File: config.mk
export PLATFORM = sky130hd
export DESIGN_NAME = ucs_uart
export DESIGN_NICKNAME = d
export VERILOG_FILES = /design/src/ucs_pkg.sv /design/src/ucs_uart.sv
export SDC_FILE = /design/constraint.sdc
export NUM_CORES = 1
export LEC_CHECK = 0
export ABC_AREA = 1
export BUFFER_PORTS_ARGS = -buffer_cell sky130_fd_sc_hd__buf_2
export CORE_MARGIN = 1.5
export CORE_UTILIZATION = 61
export DETAILED_ROUTE_END_ITERATION = 6
export PLACE_DENSITY = 0.83
export SETUP_SLACK_MARGIN = 0.1
export SLEW_MARGIN = 20
export SYNTH_ARGS = -nofsm -noshare
export SYNTH_HDL_FRONTEND = slang
export SYNTH_SLANG_ARGS = --single-unit
export TNS_END_PERCENT = 10
File: constraint.sdc
create_clock -name clock -period 3.7 [get_ports clock]
set_input_delay 0.185 -clock clock [delete_from_list [all_inputs] [get_ports clock]]
set_output_delay 0.185 -clock clock [all_outputs]
set_load 0.01 [all_outputs]
File: src/ucs_pkg.sv
// ucs_pkg: register map, field positions, frame codes and reset values
// of the serial transceiver control block.
// assumes one 100 MHz clock and a plain strobe-based register port.
package ucs_pkg;

   // register word addresses on the plain register port
   localparam logic [2:0] ADDR_MODE = 3'h0;
   localparam logic [2:0] ADDR_STATUS = 3'h1;
   localparam logic [2:0] ADDR_TXDATA = 3'h2;
   localparam logic [2:0] ADDR_RXDATA = 3'h3;
   localparam logic [2:0] ADDR_BAUD = 3'h4;

   // serial_mode_control fields
   localparam int MODE_ENABLE = 15;
   localparam int MODE_STOP_IDLE = 13;
   localparam int MODE_ALT_PINS = 10;
   localparam int MODE_WAKE = 7;
   localparam int MODE_LOOPBACK = 6;
   localparam int MODE_BAUD_DETECT = 5;
   localparam int MODE_FORMAT_HI = 2;
   localparam int MODE_FORMAT_LO = 1;
   localparam int MODE_STOP_COUNT = 0;

   // serial_status_control fields
   localparam int STA_TX_IRQ_MODE = 15;
   localparam int STA_TX_BREAK = 11;
   localparam int STA_TX_ENABLE = 10;
   localparam int STA_TX_FULL = 9;
   localparam int STA_SHIFT_EMPTY = 8;
   localparam int STA_RX_IRQ_HI = 7;
   localparam int STA_RX_IRQ_LO = 6;
   localparam int STA_ADDR_DETECT = 5;
   localparam int STA_RX_IDLE = 4;
   localparam int STA_PARITY_ERR = 3;
   localparam int STA_FRAMING_ERR = 2;
   localparam int STA_OVERRUN = 1;
   localparam int STA_RX_AVAIL = 0;

   localparam logic [15:0] MODE_RESET = 16'h0000;
   localparam logic [15:0] BAUD_RESET = 16'h0000;

   // frame_format codes
   localparam logic [1:0] FMT_9_NONE = 2'h3;
   localparam logic [1:0] FMT_8_ODD = 2'h2;
   localparam logic [1:0] FMT_8_EVEN = 2'h1;
   localparam logic [1:0] FMT_8_NONE = 2'h0;

   // rx_interrupt_mode codes
   localparam logic [1:0] RXI_FULL = 2'h3;
   localparam logic [1:0] RXI_THREE = 2'h2;

   // buffers and bit timing
   localparam logic [2:0] BUF_DEPTH = 3'h4;
   localparam logic [2:0] BUF_THREE = 3'h3;
   localparam logic [3:0] SAMPLE_LAST = 4'hf;
   localparam logic [3:0] START_MID = 4'h7;
   localparam logic [3:0] FRAME_BASE_BITS = 4'ha;
   localparam logic [3:0] DATA_BITS_8 = 4'h8;
   localparam logic [3:0] DATA_BITS_9 = 4'h9;

   typedef struct packed {
      logic parity_error;
      logic framing_error;
      logic [8:0] data;
   } ucs_rx_entry_t;

endpackage

File: src/ucs_uart.sv
// ucs_uart: control, status and data registers of an asynchronous serial
// transceiver with four-deep transmit and receive buffers.
// assumes register strobes and pins synchronous to clock; pin drive is
// resolved outside from the active-low output enables.
// Summary of operation
// - module enable gives the block its pins; cleared, pins released and idle
// - stop-in-idle halts the block while the processor idles
// - alternate select moves transfers to alternate pins; reads zero without config
// - wake enable wakes from sleep on a start bit
// - loopback select routes transmit output back into receiver
// - baud detect routes receive pin to capture input, else capture pin
// - frame format: 9 bits none, 8 odd, 8 even, 8 none
// - stop count picks two stop bits when set, one when clear
// - transmit interrupt on every load, or only when buffer empties
// - break forces the transmit pin low except in sleep, where the pin stays high
// - transmit enable drives pin; clearing aborts and resets transmit buffer
// - transmit full reads one when buffer holds four characters
// - shift empty reads one only with shifter and buffer empty
// - receive interrupt at four, three, or every received character
// - address detect in 9-bit mode keeps only characters with bit 8 set
// - receiver idle reads one while no character is being received
// - parity error reflects the head character of receive buffer
// - framing error reflects the head character of receive buffer
// - overrun sets on overflow; software clear empties buffer and shifter
// - data available reads one while receive buffer is not empty
// - receive data returns head character, ninth bit in bit 8
// - baud divisor is 16-bit read/write, reset zero
// - bit rate is clock over sixteen times divisor plus one
// - sleep aborts transfers, drives transmit high, keeps registers
// - wake-up falling edge raises receive interrupt regardless of mode
//
// Design decisions made here: the strobed register port and the register offsets.
module ucs_uart (
   input wire logic clock,
   input wire logic rst_n,
   input wire logic [2:0] addr,
   input wire logic [15:0] wdata,
   input wire logic wr_en,
   input wire logic rd_en,
   output logic [15:0] rdata,
   input wire logic alternate_pin_config,
   input wire logic cpu_idle,
   input wire logic cpu_sleep,
   input wire logic serial_in_pin,
   input wire logic alt_serial_in_pin,
   output logic serial_out_pin,
   output logic serial_out_oe_n,
   output logic alt_serial_out_pin,
   output logic alt_serial_out_oe_n,
   input wire logic capture_pin,
   output logic capture_input,
   output logic tx_irq,
   output logic rx_irq,
   output logic wake_request
);

   typedef enum logic [1:0] {TX_IDLE = 2'b01, TX_SHIFT = 2'b10} ucs_tx_state_t;
   typedef enum logic [2:0] {RX_IDLE = 3'b001, RX_START = 3'b010, RX_DATA = 3'b100}
      ucs_rx_state_t;

   logic module_enable, stop_in_idle, alternate_pin_select, wake_enable;
   logic loopback_select, baud_detect_enable, stop_count;
   logic [1:0] frame_format;
   logic tx_interrupt_mode, tx_break, tx_enable, address_detect, overrun_error;
   logic [1:0] rx_interrupt_mode;
   logic [15:0] baud_divisor_value;

   logic wr_mode, wr_status, wr_tx, rd_rx;
   logic run, halt, tick, alt_active, nine_bit, has_parity, odd_parity;
   logic [15:0] brg_count;

   ucs_tx_state_t tx_state;
   logic [8:0] tx_mem [4];
   logic [1:0] tx_wp, tx_rp;
   logic [2:0] tx_count, next_tx_count;
   logic tx_push, tx_load, tx_line, tx_full, shift_empty;
   logic [11:0] tx_shift;
   logic [3:0] tx_bits_left, tx_phase;

   ucs_rx_state_t rx_state;
   ucs_pkg::ucs_rx_entry_t rx_mem [4];
   ucs_pkg::ucs_rx_entry_t rx_head, rx_entry;
   logic [1:0] rx_wp, rx_rp;
   logic [2:0] rx_count, next_rx_count;
   logic [3:0] rx_phase, rx_bit_idx, rx_data_bits;
   logic [8:0] rx_shift;
   logic rx_pin, rx_line, rx_pin_prev, rx_done, rx_keep, rx_push, rx_pop;
   logic overflow, overrun_clear, flush, wake_event, receiver_idle;
   logic [15:0] next_rdata;

   assign wr_mode = wr_en && addr == ucs_pkg::ADDR_MODE;
   assign wr_status = wr_en && addr == ucs_pkg::ADDR_STATUS;
   assign wr_tx = wr_en && addr == ucs_pkg::ADDR_TXDATA;
   assign rd_rx = rd_en && addr == ucs_pkg::ADDR_RXDATA;

   // sleep, disable and idle-stop all freeze the bit clock
   assign halt = ~module_enable | cpu_sleep;
   assign run = ~halt & ~(stop_in_idle & cpu_idle);
   assign alt_active = alternate_pin_select & alternate_pin_config;
   assign nine_bit = frame_format == ucs_pkg::FMT_9_NONE;
   assign has_parity = frame_format == ucs_pkg::FMT_8_ODD ||
                       frame_format == ucs_pkg::FMT_8_EVEN;
   assign odd_parity = frame_format == ucs_pkg::FMT_8_ODD;

   always_ff @(posedge clock or negedge rst_n)
   begin
      if (!rst_n)
      begin
         {module_enable, stop_in_idle, alternate_pin_select, wake_enable} <= 4'h0;
         {loopback_select, baud_detect_enable, stop_count} <= 3'h0;
         frame_format <= 2'h0;
      end
      else if (wr_mode)
      begin
         module_enable <= wdata[ucs_pkg::MODE_ENABLE];
         stop_in_idle <= wdata[ucs_pkg::MODE_STOP_IDLE];
         alternate_pin_select <= wdata[ucs_pkg::MODE_ALT_PINS] & alternate_pin_config;
         wake_enable <= wdata[ucs_pkg::MODE_WAKE];
         loopback_select <= wdata[ucs_pkg::MODE_LOOPBACK];
         baud_detect_enable <= wdata[ucs_pkg::MODE_BAUD_DETECT];
         frame_format <= wdata[ucs_pkg::MODE_FORMAT_HI:ucs_pkg::MODE_FORMAT_LO];
         stop_count <= wdata[ucs_pkg::MODE_STOP_COUNT];
      end
   end

   assign overflow = rx_done && rx_keep && rx_count == ucs_pkg::BUF_DEPTH;
   assign overrun_clear = wr_status && !wdata[ucs_pkg::STA_OVERRUN] && overrun_error;
   // an overflow in the clearing cycle keeps the flag and the buffer
   assign flush = overrun_clear && !overflow;

   always_ff @(posedge clock or negedge rst_n)
   begin
      if (!rst_n)
      begin
         {tx_interrupt_mode, tx_break, tx_enable, address_detect} <= 4'h0;
         rx_interrupt_mode <= 2'h0;
      end
      else if (wr_status)
      begin
         tx_interrupt_mode <= wdata[ucs_pkg::STA_TX_IRQ_MODE];
         tx_break <= wdata[ucs_pkg::STA_TX_BREAK];
         tx_enable <= wdata[ucs_pkg::STA_TX_ENABLE];
         rx_interrupt_mode <= wdata[ucs_pkg::STA_RX_IRQ_HI:ucs_pkg::STA_RX_IRQ_LO];
         address_detect <= wdata[ucs_pkg::STA_ADDR_DETECT];
      end
   end

   always_ff @(posedge clock or negedge rst_n)
   begin
      if (!rst_n)
         overrun_error <= 1'b0;
      else if (overflow)
         overrun_error <= 1'b1;
      else if (overrun_clear)
         overrun_error <= 1'b0;
   end

   always_ff @(posedge clock or negedge rst_n)
   begin
      if (!rst_n)
         baud_divisor_value <= ucs_pkg::BAUD_RESET;
      else if (wr_en && addr == ucs_pkg::ADDR_BAUD)
         baud_divisor_value <= wdata;
   end

   // one tick per divisor+1 clocks; sixteen ticks per bit
   assign tick = run && brg_count == baud_divisor_value;

   always_ff @(posedge clock or negedge rst_n)
   begin
      if (!rst_n)
         brg_count <= 16'h0000;
      else if (!run || tick)
         brg_count <= 16'h0000;
      else
         brg_count <= brg_count + 16'h0001;
   end

   // transmit buffer
   assign tx_full = tx_count == ucs_pkg::BUF_DEPTH;
   assign tx_push = wr_tx && module_enable && tx_enable && !tx_full;
   assign tx_load = tx_state == TX_IDLE && tx_count != 3'h0 && run && tx_enable;
   assign next_tx_count = tx_count + {2'b00, tx_push} - {2'b00, tx_load};
   assign shift_empty = tx_state == TX_IDLE && tx_count == 3'h0;

   always_ff @(posedge clock or negedge rst_n)
   begin
      if (!rst_n)
      begin
         tx_count <= 3'h0;
         tx_wp <= 2'h0;
         tx_rp <= 2'h0;
      end
      else if (!tx_enable)
      begin
         tx_count <= 3'h0;
         tx_wp <= 2'h0;
         tx_rp <= 2'h0;
      end
      else
      begin
         tx_count <= next_tx_count;
         if (tx_push)
            tx_wp <= tx_wp + 2'h1;
         if (tx_load)
            tx_rp <= tx_rp + 2'h1;
      end
   end

   always_ff @(posedge clock)
   begin
      if (tx_push)
         tx_mem[tx_wp] <= wdata[8:0];
   end

   // frame image, start bit in bit 0; spare upper bits stay high as stop bits
   function automatic logic [11:0] ucs_frame(input logic [8:0] d, input logic [1:0] fmt);
      logic [11:0] f;
      f = 12'hfff;
      f[0] = 1'b0;
      f[8:1] = d[7:0];
      if (fmt == ucs_pkg::FMT_9_NONE)
         f[9] = d[8];
      else if (fmt == ucs_pkg::FMT_8_ODD)
         f[9] = ~^d[7:0];
      else if (fmt == ucs_pkg::FMT_8_EVEN)
         f[9] = ^d[7:0];
      return f;
   endfunction

   always_ff @(posedge clock or negedge rst_n)
   begin
      if (!rst_n)
      begin
         tx_state <= TX_IDLE;
         tx_shift <= 12'hfff;
         tx_bits_left <= 4'h0;
         tx_phase <= 4'h0;
      end
      else if (halt || !tx_enable)
      begin
         tx_state <= TX_IDLE;
         tx_shift <= 12'hfff;
         tx_phase <= 4'h0;
      end
      else
      begin
         unique case (tx_state)
            TX_IDLE:
               if (tx_load)
               begin
                  tx_state <= TX_SHIFT;
                  tx_shift <= ucs_frame(tx_mem[tx_rp], frame_format);
                  tx_bits_left <= ucs_pkg::FRAME_BASE_BITS
                     + {3'b000, nine_bit | has_parity} + {3'b000, stop_count};
                  tx_phase <= 4'h0;
               end
            TX_SHIFT:
               if (tick)
               begin
                  tx_phase <= tx_phase + 4'h1;
                  if (tx_phase == ucs_pkg::SAMPLE_LAST)
                  begin
                     tx_shift <= {1'b1, tx_shift[11:1]};
                     tx_bits_left <= tx_bits_left - 4'h1;
                     if (tx_bits_left == 4'h1)
                        tx_state <= TX_IDLE;
                  end
               end
         endcase
      end
   end

   assign tx_line = tx_state == TX_SHIFT ? tx_shift[0] : 1'b1;

   always_ff @(posedge clock or negedge rst_n)
   begin
      if (!rst_n)
         tx_irq <= 1'b0;
      else
         tx_irq <= tx_load && (!tx_interrupt_mode || next_tx_count == 3'h0);
   end

   // pin outputs; loopback keeps the outside line idle high
   always_ff @(posedge clock or negedge rst_n)
   begin
      if (!rst_n)
      begin
         serial_out_pin <= 1'b1;
         alt_serial_out_pin <= 1'b1;
         serial_out_oe_n <= 1'b1;
         alt_serial_out_oe_n <= 1'b1;
      end
      else
      begin
         serial_out_oe_n <= !(module_enable && tx_enable && !alt_active);
         alt_serial_out_oe_n <= !(module_enable && tx_enable && alt_active);
         if (cpu_sleep)
         begin
            serial_out_pin <= 1'b1;
            alt_serial_out_pin <= 1'b1;
         end
         else
         begin
            serial_out_pin <= !tx_break && (loopback_select || tx_line);
            alt_serial_out_pin <= !tx_break && (loopback_select || tx_line);
         end
      end
   end

   // receive side
   assign rx_pin = alt_active ? alt_serial_in_pin : serial_in_pin;
   assign rx_line = loopback_select ? tx_line : rx_pin;
   assign rx_data_bits = (nine_bit || has_parity) ? ucs_pkg::DATA_BITS_9
                                                   : ucs_pkg::DATA_BITS_8;
   assign rx_done = rx_state == RX_DATA && tick && rx_phase == ucs_pkg::SAMPLE_LAST &&
                    rx_bit_idx == rx_data_bits;
   // characters without the address bit are dropped while address detect is on in 9-bit mode
   assign rx_keep = !(nine_bit && address_detect && !rx_shift[8]);
   assign rx_push = rx_done && rx_keep && rx_count != ucs_pkg::BUF_DEPTH;
   assign rx_pop = rd_rx && rx_count != 3'h0;
   assign next_rx_count = rx_count + {2'b00, rx_push} - {2'b00, rx_pop};
   assign receiver_idle = rx_state == RX_IDLE;

   always_comb
   begin
      rx_entry.data = nine_bit ? rx_shift : {1'b0, rx_shift[7:0]};
      rx_entry.framing_error = !rx_line;
      rx_entry.parity_error = has_parity && ((^rx_shift) == odd_parity ? 1'b0 : 1'b1);
   end

   always_ff @(posedge clock or negedge rst_n)
   begin
      if (!rst_n)
      begin
         rx_state <= RX_IDLE;
         rx_phase <= 4'h0;
         rx_bit_idx <= 4'h0;
         rx_shift <= 9'h000;
      end
      else if (halt || flush)
      begin
         rx_state <= RX_IDLE;
         rx_phase <= 4'h0;
         rx_bit_idx <= 4'h0;
         rx_shift <= 9'h000;
      end
      else if (run)
      begin
         unique case (rx_state)
            RX_IDLE:
               if (!rx_line)
               begin
                  rx_state <= RX_START;
                  rx_phase <= 4'h0;
               end
            RX_START:
               if (tick)
               begin
                  rx_phase <= rx_phase + 4'h1;
                  if (rx_phase == ucs_pkg::START_MID)
                  begin
                     rx_state <= rx_line ? RX_IDLE : RX_DATA;
                     rx_phase <= 4'h0;
                     rx_bit_idx <= 4'h0;
                     rx_shift <= 9'h000;
                  end
               end
            RX_DATA:
               if (tick)
               begin
                  rx_phase <= rx_phase + 4'h1;
                  if (rx_phase == ucs_pkg::SAMPLE_LAST)
                  begin
                     if (rx_bit_idx == rx_data_bits)
                        rx_state <= RX_IDLE;
                     else
                     begin
                        rx_shift[rx_bit_idx] <= rx_line;
                        rx_bit_idx <= rx_bit_idx + 4'h1;
                     end
                  end
               end
         endcase
      end
   end

   always_ff @(posedge clock or negedge rst_n)
   begin
      if (!rst_n)
      begin
         rx_count <= 3'h0;
         rx_wp <= 2'h0;
         rx_rp <= 2'h0;
      end
      else if (flush)
      begin
         rx_count <= 3'h0;
         rx_wp <= 2'h0;
         rx_rp <= 2'h0;
      end
      else
      begin
         rx_count <= next_rx_count;
         if (rx_push)
            rx_wp <= rx_wp + 2'h1;
         if (rx_pop)
            rx_rp <= rx_rp + 2'h1;
      end
   end

   always_ff @(posedge clock)
   begin
      if (rx_push)
         rx_mem[rx_wp] <= rx_entry;
   end

   assign rx_head = rx_count != 3'h0 ? rx_mem[rx_rp] : '0;

   // wake edge seen on the pin itself, loopback does not apply asleep
   always_ff @(posedge clock or negedge rst_n)
   begin
      if (!rst_n)
         rx_pin_prev <= 1'b1;
      else
         rx_pin_prev <= rx_pin;
   end

   assign wake_event = cpu_sleep && wake_enable && module_enable &&
                       rx_pin_prev && !rx_pin;

   always_ff @(posedge clock or negedge rst_n)
   begin
      if (!rst_n)
      begin
         rx_irq <= 1'b0;
         wake_request <= 1'b0;
      end
      else
      begin
         wake_request <= wake_event;
         unique case (rx_interrupt_mode)
            ucs_pkg::RXI_FULL:
               rx_irq <= wake_event ||
                  (rx_push && next_rx_count == ucs_pkg::BUF_DEPTH);
            ucs_pkg::RXI_THREE:
               rx_irq <= wake_event || (rx_push && next_rx_count == ucs_pkg::BUF_THREE);
            default:
               rx_irq <= wake_event || rx_push;
         endcase
      end
   end

   always_ff @(posedge clock or negedge rst_n)
   begin
      if (!rst_n)
         capture_input <= 1'b1;
      else
         capture_input <= baud_detect_enable ? rx_pin : capture_pin;
   end

   // register read mux; unmapped and write-only words read zero
   always_comb
   begin
      next_rdata = 16'h0000;
      unique case (addr)
         ucs_pkg::ADDR_MODE:
         begin
            next_rdata[ucs_pkg::MODE_ENABLE] = module_enable;
            next_rdata[ucs_pkg::MODE_STOP_IDLE] = stop_in_idle;
            next_rdata[ucs_pkg::MODE_ALT_PINS] = alt_active;
            next_rdata[ucs_pkg::MODE_WAKE] = wake_enable;
            next_rdata[ucs_pkg::MODE_LOOPBACK] = loopback_select;
            next_rdata[ucs_pkg::MODE_BAUD_DETECT] = baud_detect_enable;
            next_rdata[ucs_pkg::MODE_FORMAT_HI:ucs_pkg::MODE_FORMAT_LO] = frame_format;
            next_rdata[ucs_pkg::MODE_STOP_COUNT] = stop_count;
         end
         ucs_pkg::ADDR_STATUS:
         begin
            next_rdata[ucs_pkg::STA_TX_IRQ_MODE] = tx_interrupt_mode;
            next_rdata[ucs_pkg::STA_TX_BREAK] = tx_break;
            next_rdata[ucs_pkg::STA_TX_ENABLE] = tx_enable;
            next_rdata[ucs_pkg::STA_TX_FULL] = tx_full;
            next_rdata[ucs_pkg::STA_SHIFT_EMPTY] = shift_empty;
            next_rdata[ucs_pkg::STA_RX_IRQ_HI:ucs_pkg::STA_RX_IRQ_LO] = rx_interrupt_mode;
            next_rdata[ucs_pkg::STA_ADDR_DETECT] = address_detect;
            next_rdata[ucs_pkg::STA_RX_IDLE] = receiver_idle;
            next_rdata[ucs_pkg::STA_PARITY_ERR] = rx_head.parity_error;
            next_rdata[ucs_pkg::STA_FRAMING_ERR] = rx_head.framing_error;
            next_rdata[ucs_pkg::STA_OVERRUN] = overrun_error;
            next_rdata[ucs_pkg::STA_RX_AVAIL] = rx_count != 3'h0;
         end
         ucs_pkg::ADDR_RXDATA:
            next_rdata[8:0] = rx_head.data;
         ucs_pkg::ADDR_BAUD:
            next_rdata = baud_divisor_value;
         default:
            next_rdata = 16'h0000;
      endcase
   end

   always_ff @(posedge clock or negedge rst_n)
   begin
      if (!rst_n)
         rdata <= 16'h0000;
      else if (rd_en)
         rdata <= next_rdata;
      else
         rdata <= 16'h0000;
   end

endmodule // ucs_uart

==> results of run 1 <==
## per-stage QoR
stage	utilization	total power, uW	area, um2
after CTS	0.721	6130	11500
after global placement	0.657	3700	10500
after floorplan	-	3400	9960
after global routing	0.722	6410	11500
final	0.722	6170	11500
after detailed placement	0.657	3750	10500
## layout make-up
type	count	area (um2)	area share
Antenna cell	1	2.50	0.000217
Clock inverter	11	158	0.0137
Sequential cell	206	5580	0.484
Timing Repair Buffer	86	588	0.0511
Inverter	150	566	0.0491
Clock buffer	29	629	0.0547
Multi-Input combinational cell	711	3720	0.323
Tap cell	216	270	0.0235
## repair_timing
item,in CTS,in global routing
gates resized for setup,0,6
hold buffers,23,0
setup endpoints to repair,0,1
hold endpoints to repair,91,0
## power by group through the flow
stage / Clock, uW / Combinational (uW) / Sequential (uW)
detailed placement: 0 / 989 / 2760
CTS: 2380 / 1030 / 2730
floorplan: 0 / 690 / 2710
global route: 2480 / 1180 / 2750
global placement: 0 / 945 / 2750
finish: 2360 / 1070 / 2740
## critical path, stage by stage (launching register included)
cell      delay (ns)
dfrtp_1         0.41
inv_1           0.12
ha_2            0.25
xor2_2          0.17
nand4_1         0.13
nor2_2          0.14
nand3_1         0.12
nor2_2          0.14
inv_1           0.11
ha_1            0.29
inv_1           0.06
ha_1            0.14
inv_1           0.05
fa_1            0.40
xor2_2          0.24
nand2_1         0.08
o311ai_1        0.27
a21o_1          0.15
## placed cells by master (no fill, tap or decap), types with 3 or more instances in the layout
| master | instances |
|---|---|
| nand2_1 | 262 |
| inv_1 | 144 |
| nor2_1 | 113 |
| dfrtp_1 | 109 |
| o21ai_0 | 94 |
| edfxtp_1 | 80 |
| buf_2 | 51 |
| nand3_1 | 47 |
| a21oi_1 | 30 |
| ha_1 | 24 |
| clkbuf_16 | 24 |
| dlygate4sd3_1 | 23 |
| xnor2_1 | 22 |
| nand4_1 | 18 |
| dfstp_2 | 17 |
| nor3_1 | 15 |
| o22ai_1 | 14 |
| buf_4 | 11 |
| xor2_1 | 10 |
| mux2_2 | 7 |
| clkinv_1 | 6 |
| a221oi_1 | 6 |
| a22oi_1 | 4 |
| nor2_2 | 4 |
| nor3b_1 | 4 |
| o211ai_1 | 4 |
| o21ai_1 | 4 |
| bufinv_16 | 4 |
| clkbuf_1 | 4 |
| nor3_4 | 3 |
## cells by family (layout without fill, tap and decap cells)
logic type	count (synthesis)	after routing	share of synthesized area
muxes	8	8	0.00892
xor gates and xnor gates	34	34	0.0299
other	0	1	0
buffers and inverters	176	276	0.0688
AOI/OAI and AO/OA	167	167	0.0939
and+or+nand+nor	475	475	0.203
adders and majority gates	27	27	0.0354
DFF	206	206	0.560
## final timing paths
path                                              from                 endpoint  slack [ns]  cells past startpoint
setup reg to reg           frame_format[0]$_DFFE_PN0P_         rx_irq$_DFF_PN0_        0.36                     17
hold / removal                                   rd_en       rdata[3]$_DFF_PN0_        0.04                      3
max in group asynchronous                        rst_n    rx_pin_prev$_DFF_PN1_        2.56                      3
hold reg to reg                tx_shift[6]$_DFFE_PN1P_  tx_shift[6]$_DFFE_PN1P_        0.49                      2
setup / recovery           frame_format[0]$_DFFE_PN0P_         rx_irq$_DFF_PN0_        0.36                     17
min in group asynchronous                        rst_n       rdata[1]$_DFF_PN0_        0.27                      2
## layer usage
metal	wire length, um	up-vias	GRT usage
met4	994	0	0.110
met2	11700	410	0.491
met3	1830	98	0.0525
li1	-	3747	-
met5	0	-	0
met1	9800	3796	0.390
## registers in the layout (all words and copies together) (netlist names), 9 cells and up
signal / flops
baud_divisor_value: 16
brg_count: 16
rdata: 16
rx_mem: 44
rx_shift: 9
tx_mem: 36
tx_shift: 10
==> results.json, run 1 <==
{
  "outcome": "finished, final reports clean",
  "max-vdd-ir-drop_v": 0.000553,
  "drive_above_1_share": 0.120,
  "ant_nets": 0,
  "period_needed_ns": 3.34,
  "area_growth_pct": 15.6,
  "yosys.area.top_type": "dfrtp_1",
  "numCtsBuffers": 22,
  "fp.dieH_um": 131,
  "synth_edf_count": 80,
  "rsz0062_at_grt": "false",
  "htree_levels": 1,
  "drc": 0,
  "slew_violations": 0,
  "instances_no_fill": 1410,
  "vias": 8051,
  "dp_worst_setup_slack_ns": 0.239,
  "worstPathMaxFanout": 6,
  "switching_share": 0.287,
  "yosysTopAreaCellShare": 0.274,
  "nets": 1233,
  "num-fill-cells": 1083,
  "p_sw_uw": 1770,
  "synth_area_um2": 9960,
  "vias_per_cell": 5.71,
  "clk_latency_ns": 0.51,
  "grt_pass1_vias": 7817,
  "cts_tree": "yes",
  "placed_cells": 1346,
  "root_buffer": "clkbuf_16",
  "path_class": "reg2reg",
  "synth_warnings": 0,
  "min_path_type": "in2reg",
  "die_area_um2": 17100,
  "setup_tns_ns": 0,
  "start_kind": "register",
  "yosysMostFrequentCell": "nand2_1",
  "setup_viol": 0,
  "post_drt_wl_per_cell_um": 17.3,
  "whs_ns": 0.0368,
  "core.rowCount": 46,
  "syn_inst": 1093,
  "synth.net_count": 1149,
  "cp.required_ns": 4.15,
  "syn_area_per_cell_um2": 9.12,
  "tightest_slew_ns": 0.935,
  "synth_flop_cell": "dfrtp_1",
  "drt_iter0_drc": 782,
  "core_area_um2": 15900,
  "synth_seq_cells": 206,
  "slew_headroom": 0.374,
  "finClkSkew_ns": 0.00895,
  "hold_viol": 0,
  "internal_power_uw": 4400,
  "initial_core_util": 0.625,
  "dp_hpwl_um": 16100,
  "pwr-share-seq": 0.444,
  "drt_wl_total_um": 24300,
  "gp_congestion": 0.883,
  "grt_pass1_wl_um": 39200,
  "end_kind": "register",
  "drv_cap": 0,
  "clk_pin_slew_ns": 0.06,
  "die_w_um": 131,
  "powerDensity_nw_per_um2": 536,
  "clock_sinks": 206,
  "p_leak_uw": 0.00513,
  "grt_max_degree": 83,
  "cts.path.max_buffers": 3,
  "period_share": 0.903,
  "netlist_top_cells_count": "nand2_1 (262), inv_1 (144), nor2_1 (115)",
  "clock_power_share": 0.383,
  "synth_cell_types": 51,
  "async_flop_share": 0.612,
  "synth.area.top_cells": "dfrtp_1 (27%), edfxtp_1 (24%), nand2_1 (9.9%)",
  "setup_slack_ns": 0.358,
  "grt_overflow": 0,
  "timing.fmax_ghz": 0.299,
  "antenna_found_initial": 1,
  "io_buffers": 52,
  "num_io_pins": 53,
  "cp.arrival_ns": 3.79,
  "cts_setup_buffers": 0,
  "drtPass1Iterations": 7,
  "combPwrFrac": 0.173,
  "yosysSeqAreaShare": 0.560,
  "track_usage": 0.295
}
Note: power is estimated with default switching activity, not from simulation.
==> run 2: changes to the inputs <==
clock period = 3.5 ns   (was 3.7 ns; I/O delays follow)
==> run 2 against run 1 <==
Compared with the run above:
- wire length grew 0.19%
- core utilization grew 0.85 points
- via count shrank 0.34%
- power grew 8.9%
- sequential share of layout area shrank 0.55 points
- highest routed layer unchanged
- clock power grew 11%
==> results.json, run 2 (same netlist as run 1, synthesis figures left out) <==
{
  "critPathBufInv": 4,
  "ant_nets": 0,
  "crit_slowest_cell": "dfrtp_1",
  "setup_tns_ns": 0,
  "fp.dieH_um": 131,
  "timing.fmax_ghz": 0.311,
  "hold_viol": 0,
  "numCtsBuffers": 22,
  "drc": 0,
  "max-vdd-ir-drop_v": 0.000400,
  "setup_viol": 0,
  "power.total_uw": 6720,
  "drv_cap": 0,
  "num-fill-cells": 1054,
  "path_class": "reg2reg",
  "gp_congestion": 0.877,
  "vias": 8024,
  "outcome": "finished, final reports clean",
  "root_buffer": "clkbuf_16",
  "worstPathMaxFanout": 6,
  "cts.path.max_buffers": 3,
  "reg.largest.list": "rx_mem x44, tx_mem x36",
  "htree_levels": 1,
  "tightest_slew_ns": 0.943,
  "start_kind": "register",
  "dp_hpwl_um": 16100,
  "slew_headroom": 0.371,
  "rsz0062_at_grt": "false",
  "cts_tree": "yes",
  "largest_register_ffs": 44,
  "grt_max_degree": 69,
  "top_register": "rx_mem",
  "die_area_um2": 17100,
  "clk_pin_slew_ns": 0.07,
  "cp_cell_sequence": "inv_2, ha_4, xor2_2, nand4_1, nor2_2, nand3_2, nor2_4, inv_2, ha_1, inv_1, ha_1, inv_1, fa_2, xor2_2, nand2_1, o311ai_2, a21o_1",
  "die_w_um": 131,
  "drtPass1Iterations": 5,
  "clock_sinks": 206,
  "min_path_type": "in2reg",
  "post_drt_wl_per_cell_um": 17.2,
  "slowest_delay_ns": 0.44,
  "period_needed_ns": 3.22,
  "cp.required_ns": 3.94,
  "end_kind": "register",
  "drive_above_1_share": 0.135,
  "io_buffers": 52,
  "finClkSkew_ns": 0.0116,
  "grt_pass1_wl_um": 37800,
  "dp_worst_setup_slack_ns": 0.114,
  "slew_violations": 0,
  "core_area_um2": 15900,
  "period_share": 0.919,
  "track_usage": 0.289,
  "grt_overflow": 0,
  "powerDensity_nw_per_um2": 577,
  "drt_iter0_drc": 810,
  "core.rowCount": 46,
  "area_growth_pct": 16.9,
  "clk_latency_ns": 0.50,
  "setup_slack_ns": 0.282,
  "num_io_pins": 53,
  "most-common-layout-cells": "nand2_1 (262), inv_1 (141), nor2_1 (113), dfrtp_1 (108), o21ai_0 (94)",
  "initial_core_util": 0.625,
  "nets": 1238,
  "vias_per_cell": 5.67,
  "antenna_found_initial": 1,
  "drt_wl_total_um": 24400,
  "cp.arrival_ns": 3.66,
  "grt_pass1_vias": 7491,
  "final_common_cell": "nand2_1",
  "p_leak_uw": 0.00520,
  "path_delay_family": "adder cells"
}
==> run 2: changes by cell type in the layout (fill, tap and decap cells not counted), moves of 3 or more <==
cell      before  now
clkinv_1       6    3
clkbuf_1       4    0
inv_1        144  141
clkbuf_8       1    8
buf_4         11   16
inv_2          2    5
==> run 2: path summary, 6_finish.rpt <==
kind                                              from                           end  slack (ns)  cells after the start
min reg2reg                    tx_shift[8]$_DFFE_PN1P_       tx_shift[8]$_DFFE_PN1P_        0.49                      2
min                                           wdata[5]        tx_mem[1][5]$_DFFE_PP_        0.01                      1
min in group asynchronous                        rst_n            rdata[2]$_DFF_PN0_        0.36                      2
max reg2reg                frame_format[0]$_DFFE_PN0P_              rx_irq$_DFF_PN0_        0.28                     17
max                        frame_format[0]$_DFFE_PN0P_              rx_irq$_DFF_PN0_        0.28                     17
max in group asynchronous                        rst_n  alt_serial_out_pin$_DFF_PN1_        2.27                      3
==> run 2: layer usage <==
| layer | share of wire | vias to the layer above | track usage |
|---|---|---|---|
| li1 | - | 3763 | - |
| met1 | 0.40 | 3822 | 0.378 |
| met2 | 0.48 | 361 | 0.479 |
| met3 | 0.083 | 78 | 0.0590 |
| met4 | 0.039 | 0 | 0.113 |
| met5 | 0 | - | 0 |
==> run 2: final cells by class <==
cell class | instances | area (um2) | area share
Antenna cell | 1 | 2.50 | 0.000215
Tap cell | 216 | 270 | 0.0232
Inverter | 150 | 566 | 0.0485
Clock inverter | 8 | 143 | 0.0122
Timing Repair Buffer | 91 | 626 | 0.0537
Multi-Input combinational cell | 711 | 3750 | 0.322
Sequential cell | 206 | 5580 | 0.479
Clock buffer | 32 | 711 | 0.0610
==> run 2: per-stage QoR <==
step	std cells	util	cell area [um2]	hold slack, ns
2_1_floorplan	1093	-	9960	-0.121
3_3_place_gp	1347	0.657	10500	0.364
3_5_place_dp	1347	0.657	10500	0.380
4_1_cts	1410	0.726	11600	0.00363
5_1_grt	1414	0.731	11600	0.0168
6_report	1415	0.731	11600	0.0118
==> run 2: what timing repair did <==
item / CTS / global route
setup buffers: 0 / 4
setup endpoints to repair: 1 / 1
endpoints found under the hold margin: 106 / 0
hold buffers: 23 / 0
pin swaps: 0 / 7
gates resized for setup: 4 / 11
==> run 2: power by group <==
group          leakage (uW)  switching [uW]  internal [uW]  total [uW]
Clock              0.000422             931           1700        2630
Combinational       0.00244             777            421        1200
Sequential          0.00234             185           2710        2890
==> run 3: changes to the inputs <==
CELL_PAD_IN_SITES_DETAIL_PLACEMENT = 1   (was unset)
CELL_PAD_IN_SITES_GLOBAL_PLACEMENT = 2   (was unset)
CORE_UTILIZATION = 39   (was 61)
==> run 3 against run 2 <==
Compared with the run above:
- setup slack gained 0.080 ns
- sequential power hardly changed
- via count is 3.0% lower
- power decreased by 3.3%
- combinational power shrank 3%
- count of clock-buffer cells in the layout increased by 1
- flip-flop and latch count unchanged
- global-route usage decreased by 7.6 points
- hold slack improved by 0.011 ns
- sequential share of layout area shrank 0.33 points
- wire length up 14%
- critical endpoint unchanged
==> results.json, run 3 (same netlist as run 1, synthesis figures left out) <==
{
  "outcome": "finished, final reports clean",
  "final_cell_area_um2": 11700,
  "placed_cell_area_um2": 10700,
  "clk_latency_ns": 0.52,
  "min_path_type": "in2reg",
  "post_drt_wl_per_cell_um": 18.0,
  "initial_core_util": 0.397,
  "htree_levels": 1,
  "dp_hpwl_um": 19900,
  "vias": 7784,
  "area_growth_pct": 17.7,
  "track_usage": 0.213,
  "drt_wl_total_um": 27700,
  "cp.arrival_ns": 3.59,
  "cp.required_ns": 3.95,
  "num_io_pins": 53,
  "timing.fmax_ghz": 0.319,
  "drt_iter0_drc": 500,
  "whs_ns": 0.0224,
  "end_kind": "register",
  "path_class": "reg2reg",
  "slew_headroom": 0.386,
  "most-common-layout-cells": "nand2_1 (262), inv_1 (142), nor2_1 (113), dfrtp_1 (109), o21ai_0 (94)",
  "start_kind": "register",
  "vias_per_cell": 5.06,
  "tightest_slew_ns": 0.919,
  "hold_viol": 0,
  "drv_cap": 0,
  "clk_pin_slew_ns": 0.06,
  "grt_overflow": 0,
  "nets": 1246,
  "ant_nets": 0,
  "top_register": "rx_mem",
  "p_leak_uw": 0.00520,
  "core.rowCount": 58,
  "drive_above_1_share": 0.136,
  "slew_violations": 0,
  "gp_congestion": 0.801,
  "grt_pass1_wl_um": 43800,
  "worstPathMaxFanout": 6,
  "period_needed_ns": 3.14,
  "fp.dieH_um": 163,
  "io_buffers": 52,
  "setup_viol": 0,
  "die_area_um2": 26500,
  "num-fill-cells": 2959,
  "rsz0062_at_grt": "false",
  "cts_tree": "yes",
  "clock_sinks": 206,
  "max-vdd-ir-drop_v": 0.000310,
  "numCtsBuffers": 24,
  "core_area_um2": 25100,
  "reg.largest.list": "rx_mem x44, tx_mem x36",
  "drtPass1Iterations": 4,
  "grt_pass1_vias": 8051,
  "root_buffer": "clkbuf_16",
  "setup_tns_ns": 0,
  "largest_register_ffs": 44,
  "powerDensity_nw_per_um2": 554,
  "cts.path.max_buffers": 3,
  "finClkSkew_ns": 0.00881,
  "period_share": 0.897,
  "antenna_found_initial": 0,
  "die_w_um": 163,
  "final_common_cell": "nand2_1",
  "grt_max_degree": 77,
  "num_antenna_cells": 0,
  "drc": 0
}
## run 3: cell types whose count changed in the layout (fill, tap and decap cells not counted), moves of 2 or more
cell,before,now
clkinv_2,3,5
buf_4,16,23
clkbuf_8,8,4
inv_4,1,3
clkbuf_1,0,3
bufinv_16,4,0
clkbuf_16,24,26
## run 3: worst max-delay path, cell delays in order, from the launching register on
cell	delay (ns)
dfrtp_1	0.43
inv_1	0.13
ha_4	0.16
xor2_1	0.18
nand4_1	0.14
nor2_2	0.15
nand3_1	0.12
nor2_2	0.13
inv_2	0.08
ha_1	0.27
inv_1	0.05
ha_1	0.13
inv_1	0.05
fa_1	0.40
xor2_2	0.18
nand2_1	0.09
o311ai_2	0.23
a21o_1	0.15
## run 3: metal layers
metal | up-vias | track usage | share of wire
met5 | - | 0 | 0
met4 | 0 | 0.0492 | 0.021
met3 | 35 | 0.0262 | 0.031
met2 | 103 | 0.363 | 0.49
met1 | 3884 | 0.290 | 0.46
li1 | 3762 | - | -
## run 3: final cells by class
type                       instances  area [um2]  share of cell area
sequential                       206        5580               0.476
multi-input combinational        711        3730               0.318
clock buffer                      33         717              0.0611
timing repair buffer              97         659              0.0562
inverter                         150         566              0.0482
tap                              330         413              0.0352
clock inverter                    10        61.3             0.00523
## run 3: path summary, 6_finish.rpt
| check | from | endpoint | slack (ns) | depth (start not counted) |
|---|---|---|---|---|
| worst max-delay path | frame_format[1]$_DFFE_PN0P_ | rx_irq$_DFF_PN0_ | 0.36 | 17 |
| worst min register to register | tx_break$_DFFE_PN0P_ | alt_serial_out_pin$_DFF_PN1_ | 0.49 | 1 |
| max in group asynchronous | rst_n | rx_count[2]$_DFF_PN0_ | 2.28 | 3 |
| worst max register to register | frame_format[1]$_DFFE_PN0P_ | rx_irq$_DFF_PN0_ | 0.36 | 17 |
| min in group asynchronous | rst_n | rdata[1]$_DFF_PN0_ | 0.28 | 2 |
| worst min-delay path | wdata[5] | tx_mem[0][5]$_DFFE_PP_ | 0.02 | 1 |
## run 3: repair_timing
item | CTS | global route
setup buffers | 0 | 2
hold buffers | 22 | 0
hold endpoints to repair | 108 | 0
pin swaps | 0 | 2
gates resized for setup | 1 | 8
endpoints found under the setup margin | 1 | 1
cloned | 0 | 0
## run 3: power breakdown
group | leakage [uW] | internal, uW | total (uW) | switching [uW]
sequential | 0.00234 | 2710 | 2890 | 187
combinational | 0.00247 | 409 | 1160 | 753
clock | 0.000386 | 1430 | 2440 | 1010
## run 3: stage by stage
| stage | utilization | power (uW) | setup WS, ns | cells |
|---|---|---|---|---|
| detailed placement | 0.425 | 4030 | 0.0553 | 1470 |
| global placement | 0.425 | 3990 | 0.254 | 1470 |
| CTS | 0.465 | 6520 | 0.100 | 1535 |
| finish | 0.467 | 6500 | 0.362 | 1537 |
| floorplan | - | 3600 | 0.467 | 1093 |
| global route | 0.467 | 6800 | 0.144 | 1537 |
